**config.mk**
```make
export PLATFORM = sky130hd
export DESIGN_NAME = rlc_config_regs
export DESIGN_NICKNAME = d
export VERILOG_FILES = /design/src/hdl/rlc_pkg.sv /design/src/hdl/rlc_cfg_if.sv /design/src/hdl/rlc_spi_port.sv /design/src/hdl/rlc_config_regs.sv
export SDC_FILE = /design/constraint.sdc
export NUM_CORES = 1
export LEC_CHECK = 0
export BUFFER_PORTS_ARGS = -buffer_cell sky130_fd_sc_hd__buf_2
export CORE_ASPECT_RATIO = 1.75
export CORE_MARGIN = 5
export CORE_UTILIZATION = 32
export CTS_BUF_LIST = sky130_fd_sc_hd__clkbuf_4
export CTS_CLUSTER_SIZE = 10
export DETAILED_ROUTE_END_ITERATION = 10
export GPL_TIMING_DRIVEN = 0
export PLACE_DENSITY = 0.59
export SLEW_MARGIN = 20
export SYNTH_ARGS = -nofsm -noshare
export SYNTH_HDL_FRONTEND = slang
export SYNTH_HIERARCHICAL = 1
export SYNTH_SLANG_ARGS = --single-unit
```
**constraint.sdc**
```tcl
create_clock -name clk_in -period 3.6 [get_ports clk_in]
set_input_delay 0.72 -clock clk_in [delete_from_list [all_inputs] [get_ports clk_in]]
set_output_delay 0.72 -clock clk_in [all_outputs]
set_load 0.005 [all_outputs]
```
**src/hdl/rlc_pkg.sv**
```systemverilog
// Constants and types for the radio link configuration registers
package rlc_pkg;
    // ****************************************
    // Register offsets
    // ****************************************
    localparam logic [4:0] ADDR_PIPE_EN = 5'h02;
    localparam logic [4:0] ADDR_AW      = 5'h03;
    localparam logic [4:0] ADDR_RETR    = 5'h04;
    localparam logic [4:0] ADDR_CH      = 5'h05;
    localparam logic [4:0] ADDR_SETUP   = 5'h06;
    // ****************************************
    // Field positions
    // ****************************************
    localparam int AW_LSB      = 0;
    localparam int DELAY_LSB   = 4;
    localparam int LIMIT_LSB   = 0;
    localparam int CH_LSB      = 0;
    localparam int CARRIER_BIT = 7;
    localparam int SLOW_BIT    = 5;
    localparam int PLL_BIT     = 4;
    localparam int FAST_BIT    = 3;
    localparam int CMD_WR_BIT  = 5;
    // ****************************************
    // Reset values
    // ****************************************
    localparam logic [1:0] PIPE_EN_RST = 2'h3;
    localparam logic [1:0] AW_RST      = 2'h3;
    localparam logic [3:0] DELAY_RST   = 4'h0;
    localparam logic [3:0] LIMIT_RST   = 4'h3;
    localparam logic [6:0] CH_RST      = 7'h02;
    localparam logic       CARRIER_RST = 1'b0;
    localparam logic       SLOW_RST    = 1'b0;
    localparam logic       PLL_RST     = 1'b0;
    localparam logic       FAST_RST    = 1'b1;
    // ****************************************
    // Timing
    // ****************************************
    localparam int CLK_MHZ           = 200;
    localparam int RETRY_STEP_US     = 250;
    localparam int RETRY_STEP_CYCLES = RETRY_STEP_US * CLK_MHZ;
    // ****************************************
    // Types
    // ****************************************
    typedef enum logic [1:0] {
        RLC_RATE_1M   = 2'b00,
        RLC_RATE_2M   = 2'b01,
        RLC_RATE_250K = 2'b10
    } rlc_rate_e;
endpackage

```
**src/hdl/rlc_cfg_if.sv**
```systemverilog
// Register access channel between serial port and register bank
`timescale 1ns/10ps
`default_nettype none
interface rlc_cfg_if;
    logic [4:0] addr;
    logic       wr_stb;
    logic [7:0] wdata;
    logic [7:0] rdata;
    modport port (output addr, output wr_stb, output wdata, input rdata);
    modport regs (input addr, input wr_stb, input wdata, output rdata);
endinterface
`default_nettype wire

```
**src/hdl/rlc_spi_port.sv**
```systemverilog
// Serial peripheral slave that turns frames into register accesses
`timescale 1ns/10ps
`default_nettype none
module rlc_spi_port
    import rlc_pkg::*;
(
    input  wire logic clk_in,
    input  wire logic rst_in,
    input  wire logic ce_in,
    input  wire logic sck_in,
    input  wire logic csn_n_in,
    input  wire logic mosi_in,
    output var  logic miso_out,
    output var  logic miso_oe_n_out,
    rlc_cfg_if.port   acc
);
    logic       sck_q_r;
    logic [4:0] bit_cnt_r;
    logic [7:0] sh_in_r;
    logic [7:0] out_sh_r;
    logic       cmd_ok_r;
    logic       write_r;
    logic       load_pend_r;
    logic [4:0] addr_r;
    logic       wr_stb_r;
    logic [7:0] wdata_r;
    logic       rise;
    logic       fall;
    logic [7:0] byte_nxt;

    assign rise     = sck_in & ~sck_q_r & ~csn_n_in;
    assign fall     = ~sck_in & sck_q_r & ~csn_n_in;
    assign byte_nxt = {sh_in_r[6:0], mosi_in};
    assign acc.addr   = addr_r;
    assign acc.wr_stb = wr_stb_r;
    assign acc.wdata  = wdata_r;

    // ****************************************
    // Receive side
    // ****************************************
    always_ff @(posedge clk_in or posedge rst_in) begin
        if (rst_in) begin
            sck_q_r   <= 1'b0;
            bit_cnt_r <= 5'h00;
            sh_in_r   <= 8'h00;
            cmd_ok_r  <= 1'b0;
            write_r   <= 1'b0;
            addr_r    <= 5'h00;
            wr_stb_r  <= 1'b0;
            wdata_r   <= 8'h00;
        end else if (ce_in) begin
            sck_q_r  <= sck_in;
            wr_stb_r <= 1'b0;
            if (csn_n_in) begin
                bit_cnt_r <= 5'h00;
                cmd_ok_r  <= 1'b0;
            end else if (rise && bit_cnt_r != 5'h10) begin
                sh_in_r   <= byte_nxt;
                bit_cnt_r <= bit_cnt_r + 5'h01;
                if (bit_cnt_r == 5'h07) begin
                    cmd_ok_r <= (byte_nxt[7:6] == 2'b00);
                    write_r  <= byte_nxt[CMD_WR_BIT];
                    addr_r   <= byte_nxt[4:0];
                end
                if (bit_cnt_r == 5'h0f && cmd_ok_r && write_r) begin
                    wr_stb_r <= 1'b1;
                    wdata_r  <= byte_nxt;
                end
            end
        end
    end

    // ****************************************
    // Transmit side
    // ****************************************
    always_ff @(posedge clk_in or posedge rst_in) begin
        if (rst_in) begin
            load_pend_r   <= 1'b0;
            out_sh_r      <= 8'h00;
            miso_out      <= 1'b0;
            miso_oe_n_out <= 1'b1;
        end else if (ce_in) begin
            miso_oe_n_out <= csn_n_in;
            load_pend_r   <= rise && bit_cnt_r == 5'h07;
            if (csn_n_in) begin
                miso_out <= 1'b0;
            end else if (load_pend_r) begin
                out_sh_r <= cmd_ok_r ? acc.rdata : 8'h00;
            end else if (fall && bit_cnt_r >= 5'h08) begin
                miso_out <= out_sh_r[7];
                out_sh_r <= {out_sh_r[6:0], 1'b0};
            end
        end
    end
endmodule
`default_nettype wire

```
**src/hdl/rlc_config_regs.sv**
```systemverilog
// Radio link configuration register bank with serial access
`timescale 1ns/10ps
`default_nettype none
module rlc_config_regs
    import rlc_pkg::*;
#(
    parameter int STEP_CYCLES = RETRY_STEP_CYCLES
)(
    input  wire logic        clk_in,
    input  wire logic        rst_in,
    input  wire logic        ce_in,
    input  wire logic        sck_in,
    input  wire logic        csn_n_in,
    input  wire logic        mosi_in,
    output var  logic        miso_out,
    output var  logic        miso_oe_n_out,
    output var  logic [2:0]  addr_bytes_out,
    output var  logic [4:0]  addr_mask_out,
    output var  logic        addr_width_illegal_out,
    output var  logic [19:0] retry_delay_cycles_out,
    output var  logic [3:0]  retry_limit_out,
    output var  logic [6:0]  channel_out,
    output var  logic        carrier_out,
    output var  rlc_rate_e   rate_out,
    output var  logic        pll_force_out,
    output var  logic [1:0]  pipe_en_out
);
    if (STEP_CYCLES < 1 || STEP_CYCLES * 16 >= (1 << 20)) begin : g_step_chk
        $error("STEP_CYCLES out of range");
    end

    localparam logic [19:0] STEP_W = 20'(STEP_CYCLES);

    logic [1:0] addr_width_code_r;
    logic [3:0] retry_delay_code_r;
    logic [3:0] retry_limit_r;
    logic [6:0] channel_r;
    logic       steady_carrier_test_r;
    logic       rate_sel_slow_r;
    logic       pll_force_r;
    logic       rate_sel_fast_r;
    logic [1:0] pipe_en_r;
    logic [7:0] rdata_nxt;

    rlc_cfg_if acc ();

    // ****************************************
    // Serial port
    // ****************************************
    rlc_spi_port u_port (
        .clk_in        (clk_in),
        .rst_in        (rst_in),
        .ce_in         (ce_in),
        .sck_in        (sck_in),
        .csn_n_in      (csn_n_in),
        .mosi_in       (mosi_in),
        .miso_out      (miso_out),
        .miso_oe_n_out (miso_oe_n_out),
        .acc           (acc.port)
    );

    // ****************************************
    // Register writes
    // ****************************************
    always_ff @(posedge clk_in or posedge rst_in) begin
        if (rst_in) begin
            addr_width_code_r <= AW_RST;
            pipe_en_r         <= PIPE_EN_RST;
        end else if (ce_in && acc.wr_stb) begin
            if (acc.addr == ADDR_AW) begin
                addr_width_code_r <= acc.wdata[AW_LSB +: 2];
            end
            if (acc.addr == ADDR_PIPE_EN) begin
                pipe_en_r <= acc.wdata[1:0];
            end
        end
    end

    always_ff @(posedge clk_in or posedge rst_in) begin
        if (rst_in) begin
            retry_delay_code_r <= DELAY_RST;
            retry_limit_r      <= LIMIT_RST;
        end else if (ce_in && acc.wr_stb && acc.addr == ADDR_RETR) begin
            retry_delay_code_r <= acc.wdata[DELAY_LSB +: 4];
            retry_limit_r      <= acc.wdata[LIMIT_LSB +: 4];
        end
    end

    always_ff @(posedge clk_in or posedge rst_in) begin
        if (rst_in) begin
            channel_r <= CH_RST;
        end else if (ce_in && acc.wr_stb && acc.addr == ADDR_CH) begin
            channel_r <= acc.wdata[CH_LSB +: 7];
        end
    end

    always_ff @(posedge clk_in or posedge rst_in) begin
        if (rst_in) begin
            steady_carrier_test_r <= CARRIER_RST;
            rate_sel_slow_r       <= SLOW_RST;
            pll_force_r           <= PLL_RST;
            rate_sel_fast_r       <= FAST_RST;
        end else if (ce_in && acc.wr_stb && acc.addr == ADDR_SETUP) begin
            steady_carrier_test_r <= acc.wdata[CARRIER_BIT];
            rate_sel_slow_r       <= acc.wdata[SLOW_BIT];
            pll_force_r           <= acc.wdata[PLL_BIT];
            rate_sel_fast_r       <= acc.wdata[FAST_BIT];
        end
    end

    // ****************************************
    // Read mux
    // ****************************************
    always_comb begin
        rdata_nxt = 8'h00;
        unique case (acc.addr)
            ADDR_PIPE_EN: rdata_nxt[1:0] = pipe_en_r;
            ADDR_AW:      rdata_nxt[AW_LSB +: 2] = addr_width_code_r;
            ADDR_RETR:    rdata_nxt = {retry_delay_code_r, retry_limit_r};
            ADDR_CH:      rdata_nxt[CH_LSB +: 7] = channel_r;
            ADDR_SETUP: begin
                rdata_nxt[CARRIER_BIT] = steady_carrier_test_r;
                rdata_nxt[SLOW_BIT]    = rate_sel_slow_r;
                rdata_nxt[PLL_BIT]     = pll_force_r;
                rdata_nxt[FAST_BIT]    = rate_sel_fast_r;
            end
            default:      rdata_nxt = 8'h00;
        endcase
    end
    assign acc.rdata = rdata_nxt;

    // ****************************************
    // Decoded outputs
    // ****************************************
    always_ff @(posedge clk_in or posedge rst_in) begin
        if (rst_in) begin
            addr_bytes_out         <= 3'h5;
            addr_mask_out          <= 5'h1f;
            addr_width_illegal_out <= 1'b0;
        end else if (ce_in) begin
            unique case (addr_width_code_r)
                2'b00: begin
                    addr_bytes_out         <= 3'h0;
                    addr_mask_out          <= 5'h00;
                    addr_width_illegal_out <= 1'b1;
                end
                2'b01: begin
                    addr_bytes_out         <= 3'h3;
                    addr_mask_out          <= 5'h07;
                    addr_width_illegal_out <= 1'b0;
                end
                2'b10: begin
                    addr_bytes_out         <= 3'h4;
                    addr_mask_out          <= 5'h0f;
                    addr_width_illegal_out <= 1'b0;
                end
                2'b11: begin
                    addr_bytes_out         <= 3'h5;
                    addr_mask_out          <= 5'h1f;
                    addr_width_illegal_out <= 1'b0;
                end
            endcase
        end
    end

    always_ff @(posedge clk_in or posedge rst_in) begin
        if (rst_in) begin
            retry_delay_cycles_out <= STEP_W;
            retry_limit_out        <= LIMIT_RST;
        end else if (ce_in) begin
            retry_delay_cycles_out <= 20'(({16'h0000, retry_delay_code_r} + 20'h1) * STEP_W);
            retry_limit_out        <= retry_limit_r;
        end
    end

    always_ff @(posedge clk_in or posedge rst_in) begin
        if (rst_in) begin
            channel_out   <= CH_RST;
            carrier_out   <= CARRIER_RST;
            rate_out      <= RLC_RATE_2M;
            pll_force_out <= PLL_RST;
            pipe_en_out   <= PIPE_EN_RST;
        end else if (ce_in) begin
            channel_out   <= channel_r;
            carrier_out   <= steady_carrier_test_r;
            pll_force_out <= pll_force_r;
            pipe_en_out   <= pipe_en_r;
            if (rate_sel_slow_r) begin
                rate_out <= RLC_RATE_250K;
            end else if (rate_sel_fast_r) begin
                rate_out <= RLC_RATE_2M;
            end else begin
                rate_out <= RLC_RATE_1M;
            end
        end
    end
endmodule
`default_nettype wire

```
# ---- Yosys cells after proc, flatten, opt, wreduce, memory -nomap -nowiden
# Cells that the tools add are included.
dict set report word_totals {
  register_bits 105
  latchBits 0
  ramBits 0
  mem_bits_ro 0
  input_bits 6
  output_inout_bits 48
  wordCells 103
  mem_count 0
}
dict set report classes {
  n_addsub 2
  multipliers 1
  div 0
  magnitude_cmp 1
  n_eq_ne 12
  shift 0
  mux 24
  n_bitwise 7
  n_reduce_logical 25
}
# op n
set ops {}
lappend ops {{2-to-1 mux 8 bit} 3}
lappend ops {{equality test 5 x 3 -> 1 bit, second input constant} 4}
lappend ops {{one-hot mux 5 bit (4 select lines)} 1}
lappend ops {{multiplier 5 x 12 -> 16 bit, second input constant} 1}
lappend ops {{one-hot mux 3 bit (4 select lines)} 1}
lappend ops {{AND reduction 3 bit} 4}
lappend ops {{equality test 5 x 2 -> 1 bit, second input constant} 2}
lappend ops {{2-to-1 mux 1 bit} 10}
lappend ops {{2-to-1 mux 5 bit} 2}
lappend ops {{logical AND 1 bit} 9}
lappend ops {{one-hot mux 3 bit (3 select lines)} 1}
lappend ops {{one-hot mux 1 bit (2 select lines)} 4}
lappend ops {{one-hot mux 2 bit (4 select lines)} 1}
lappend ops {{AND reduction 4 bit} 2}
lappend ops {{nonzero test 2 bit} 4}
lappend ops {{AND reduction 2 bit} 3}
lappend ops {{adder 4 x 1 -> 5 bit, second input constant} 1}
lappend ops {{adder 5 x 1 -> 5 bit, second input constant} 1}
lappend ops {{equality test 5 x 4 -> 1 bit, second input constant} 1}
lappend ops {{>= comparator 5 x 4 -> 1 bit, second input constant} 1}
lappend ops {{!= test 5 bit, second input constant} 1}
lappend ops {{AND 1 bit} 4}
lappend ops {{equality test 2 bit, second input constant} 2}
lappend ops {{zero test 2 bit} 2}
lappend ops {{5 further kinds} 7}

# ---- Logic depth before layout (Yosys ltp)
dict set report depth {
  depth_word 7
  depth_mapped 13
  ltp_nobuf 13
}

# ---- Modules after synthesis
# The synthesis kept the hierarchy.
# module instances cells_each area_each_um2 seq_area_each_um2
set modules_own_cells {}
lappend modules_own_cells {rlc_config_regs 1 296 3524.6 1581.5}
lappend modules_own_cells {rlc_spi_port 1 137 1840.5 1002.2}

# ---- Worst setup path after synthesis
# Ideal clock, no wire load.
dict set report synth_path {
  kind {reg2reg}
  from {reg retry_delay_code_r[0]}
  to {reg retry_delay_cycles_out[18]}
  setup_ns 0.125
  t_arrival_ns 3.176
  t_required_ns 3.475
  slack_ns 0.299
  path_stages_with_launch 14
  path_buffers 0
  period_less_slack_ns 3.301
  path_cell_list {dfrtp_1 ha_1 xor2_1 ha_1 xnor2_1 ha_1 a21o_1 ha_1 ha_1 or3_1 o221ai_2 a2bb2oi_2 xnor2_1 mux2_4}
}
dict set report synth_between {
  elab_chain_cells 2
}
# item line
set synth_lines {}
lappend synth_lines {{start: declaration} rlc_config_regs.sv:35} ;# logic [3:0] retry_delay_code_r;
lappend synth_lines {{start signal: assignment} rlc_config_regs.sv:84} ;# retry_delay_code_r <= acc.wdata[DELAY_LSB +: 4];
lappend synth_lines {{adder 4 x 1 -> 5 bit} rlc_config_regs.sv:171} ;# retry_delay_cycles_out <= 20'(({16'h0000, retry_delay_code_r} + 20'h1) * STEP_W);
lappend synth_lines {{multiplier 5 x 12 -> 16 bit} rlc_config_regs.sv:171}
lappend synth_lines {{end signal: assignment} rlc_config_regs.sv:171}
lappend synth_lines {{end: declaration} rlc_config_regs.sv:20} ;# output var logic [19:0] retry_delay_cycles_out,
# No other way between the ends.
# A chain may end at the register's enable or synchronous reset.

# ---- Final worst setup path
dict set report layout_path {
  from {reg retry_delay_code_r[0]}
  to {reg retry_delay_cycles_out[17]}
}
# The elaborated chain is that of the path after synthesis.

==> metrics <==
gpl congestion 0.825; IO buf count 48; Hold Violations, Final 0; YS warnings 6; most common cell after layout, fill and taps aside dfrtp_1; Vias/cell 4.85; CP cell instances ha_1 > and3_2 > ha_1 > ha_1 > ha_1 > ha_2 > o211ai_1 > o21ai_2 > a221oi_2 > or4b_1 > nand3_1; Clk Latency, worst-skew pair 0.46 ns; total power per unit cell area 369 nW/um2; clock sinks 102; Seq pwr share 0.543; I/O Pins 54; cts hold-fix bufs 0; setup slack at placement -0.192 ns; TritonCTS Buffers 9; chip width 108 um; non-filler cells, final 731; share of cells above drive strength 1 0.425; Setup CP Type reg -> reg; kind of cell adding the most delay to the critical path adder cells; R2R cell count 11; largest net degree at the start of global routing 48; Nets 542; Crit path required time 4.00 ns; register area share after synthesis 0.482; Synth Instances 433; worst-path fanout max 5; WP buf/inv 0; CP peak stage delay 0.49 ns; Net Sw Frac 0.225; CP max-delay cell or4b_1; status finished, final reports clean; Multi-input gate area 2620 um2; placed cell area 5950 um2; clock power share 0.379; maximum clock frequency 289 MHz; internal power 1.79 mW; Gate power share 0.078; area leader, netlist dfrtp_1; CP arrival 3.85 ns; CP Capture Type flip-flop; row count 62; synthesized area 5370 um2; Avg Cell Area, Syn 12.4 um2; FF+latch area 2590 um2; worst slew pin tran 0.718 ns; FF-to-FF Start retry_delay_code_r[0]$_DFFE_PP0P_; FF+latch count, synth 102; fin area 6270 um2; static leakage 2.97 nW; initial antenna violation count 1; Placed Cells 710; Max clock buf depth 2; Main synth FF type dfrtp_1; Hold WC Path Type in -> async; EDFF count, synth 0; Root Driver clkbuf_4; CORE AREA 16400 um2; total wire length 11.4 mm; Layout area overhead 16.9%; async set-reset flop share out of synthesis 1.00; Starting Density 0.326; CTS clock-pin slew for the worst setup and hold paths 0.16 ns; H-tree depth 3; drt pass-1 iters 4; most frequent cells in the layout dfrtp_1 (74), mux2_2 (72), buf_2 (51); first-pass GRT wire length 19.0 mm; global route overflow 0; peak supply drop 0.000165 V; Reg2Reg Setup Slack 0.14 ns; most used cell, CP ha_1; total negative slack 0 ns; Startpoint Class flip-flop; TritonCTS clock tree done; Final WS setup 0.144 ns; Max Cap Viol 0; mean routed wirelength per cell 15.7 um; max-slew violations 0; largest cells by area after synthesis dfrtp_1 (36%), mux2_2 (15%), dfstp_2 (12%); fillcell total 1628; Die Area 19600 um2; HPWL after DPL 8.85 mm; Slew HR 0.521; Antenna Nets Post-Route 0; Final Util 0.381; # setup viols final 0; top cell type's share of synthesized area 0.359; Tot GR Track Use 0.122; DRT iter0 DRCs 102; Tmin final 3.46 ns; Final period util 0.960; FF-to-FF End retry_delay_cycles_out[17]$_DFFE_PP0P_; skew final 0.0162 ns; vias in the first global route 3654; drc violations 0; post-synth cell types 62; Net Switching 0.520 mW; via count 3542; Die H 181 um
==> metrics by stage <==
stage | hold slack [ns] | power (mW)
final | 0.187 | 2.31
after CTS | 0.165 | 2.35
after floorplan | 0.419 | 1.40
after global routing | 0.162 | 2.42
after detailed placement | 0.474 | 1.46
after global placement | 0.470 | 1.44
==> what timing repair did <==
action / CTS / global route
resized for setup: 4 / 9
pin swaps: 0 / 1
setup endpoints to repair: 4 / 4
gates cloned: 0 / 0
buffers inserted: 0 / 4
==> worst max path at each step <==
stage / start / to / slack, ns / cells after the start
global route: retry_delay_code_r[0]$_DFFE_PP0P_ / retry_delay_cycles_out[17]$_DFFE_PP0P_ / -0.007 / 12
finish: retry_delay_code_r[0]$_DFFE_PP0P_ / retry_delay_cycles_out[17]$_DFFE_PP0P_ / 0.14 / 11
CTS: retry_delay_code_r[0]$_DFFE_PP0P_ / retry_delay_cycles_out[17]$_DFFE_PP0P_ / 0.02 / 13
global placement: retry_delay_code_r[0]$_DFFE_PP0P_ / retry_delay_cycles_out[17]$_DFFE_PP0P_ / -0.12 / 12
floorplan: retry_delay_code_r[0]$_DFFE_PP0P_ / retry_delay_cycles_out[18]$_DFFE_PP0P_ / 0.30 / 13
detailed placement: retry_delay_code_r[0]$_DFFE_PP0P_ / retry_delay_cycles_out[17]$_DFFE_PP0P_ / -0.19 / 12
==> state kept, by name (all words and copies together), names as in the netlist, 5 cells and up <==
signal                  count
u_port/bit_cnt_r            5
u_port/out_sh_r             8
retry_delay_cycles_out     16
u_port/acc.wdata            8
channel_r                   7
u_port/acc.addr             5
channel_out                 7
u_port/sh_in_r              7
==> power by group through the flow <==
stage / clock network (mW) / logic [mW] / registers [mW]
CTS: 0.907 / 0.186 / 1.26
finish: 0.877 / 0.181 / 1.26
global route: 0.949 / 0.203 / 1.27
global placement: 0 / 0.171 / 1.27
floorplan: 0 / 0.141 / 1.25
detailed placement: 0 / 0.185 / 1.28
==> area by class of cell <==
| cell class | count | share of cell area |
|---|---|---|
| Buffer | 20 | 0.0209 |
| Clock buffer | 10 | 0.0120 |
| Sequential cell | 102 | 0.413 |
| Tap cell | 224 | 0.0447 |
| Multi-Input combinational cell | 289 | 0.418 |
| Antenna cell | 1 | 0.000399 |
| Clock inverter | 6 | 0.0249 |
| Timing Repair Buffer | 54 | 0.0507 |
| Inverter | 25 | 0.0154 |
==> layer usage <==
metal / part of all wire / GRT usage / routed length, um / vias to the layer above
met1: 0.39 / 0.133 / 4500 / 1786
met5: 0 / 0 / 0 / -
met2: 0.55 / 0.228 / 6300 / 65
met3: 0.039 / 0.0282 / 442 / 15
met4: 0.018 / 0.0399 / 209 / 0
li1: - / - / - / 1676
==> logic make-up after synthesis <==
kind of cell,after synthesis,share of synthesized area
adders and majority gates,35,0.0830
xor gates and xnor gates,14,0.0229
DFF,102,0.482
and+or+nand+nor,83,0.0900
AOI/OAI and AO/OA,59,0.0807
muxes,94,0.199
other,1,0.000699
buffers and inverters,45,0.0420
==> worst reg2reg max path: cells and delay by family (launching register included) <==
family                     cells  cell delay, ns
adders and majority gates      5            1.60
and+or+nand+nor                3            0.86
AOI/OAI and AO/OA              3            0.48
DFF                            1            0.46
==> Yosys cell counts, types with 5 or more instances <==
cell type / instances
dfstp_2: 25
dfrtp_1: 77
o21ai_0: 7
inv_1: 24
mux2i_1: 13
nor2_1: 19
o22ai_1: 6
nand3_1: 9
buf_4: 8
ha_1: 34
a22o_1: 6
mux2_4: 7
a21oi_1: 12
mux2_2: 72
clkbuf_1: 5
nand2_1: 14
xnor2_1: 12
(Power assumes the default switching activity.)
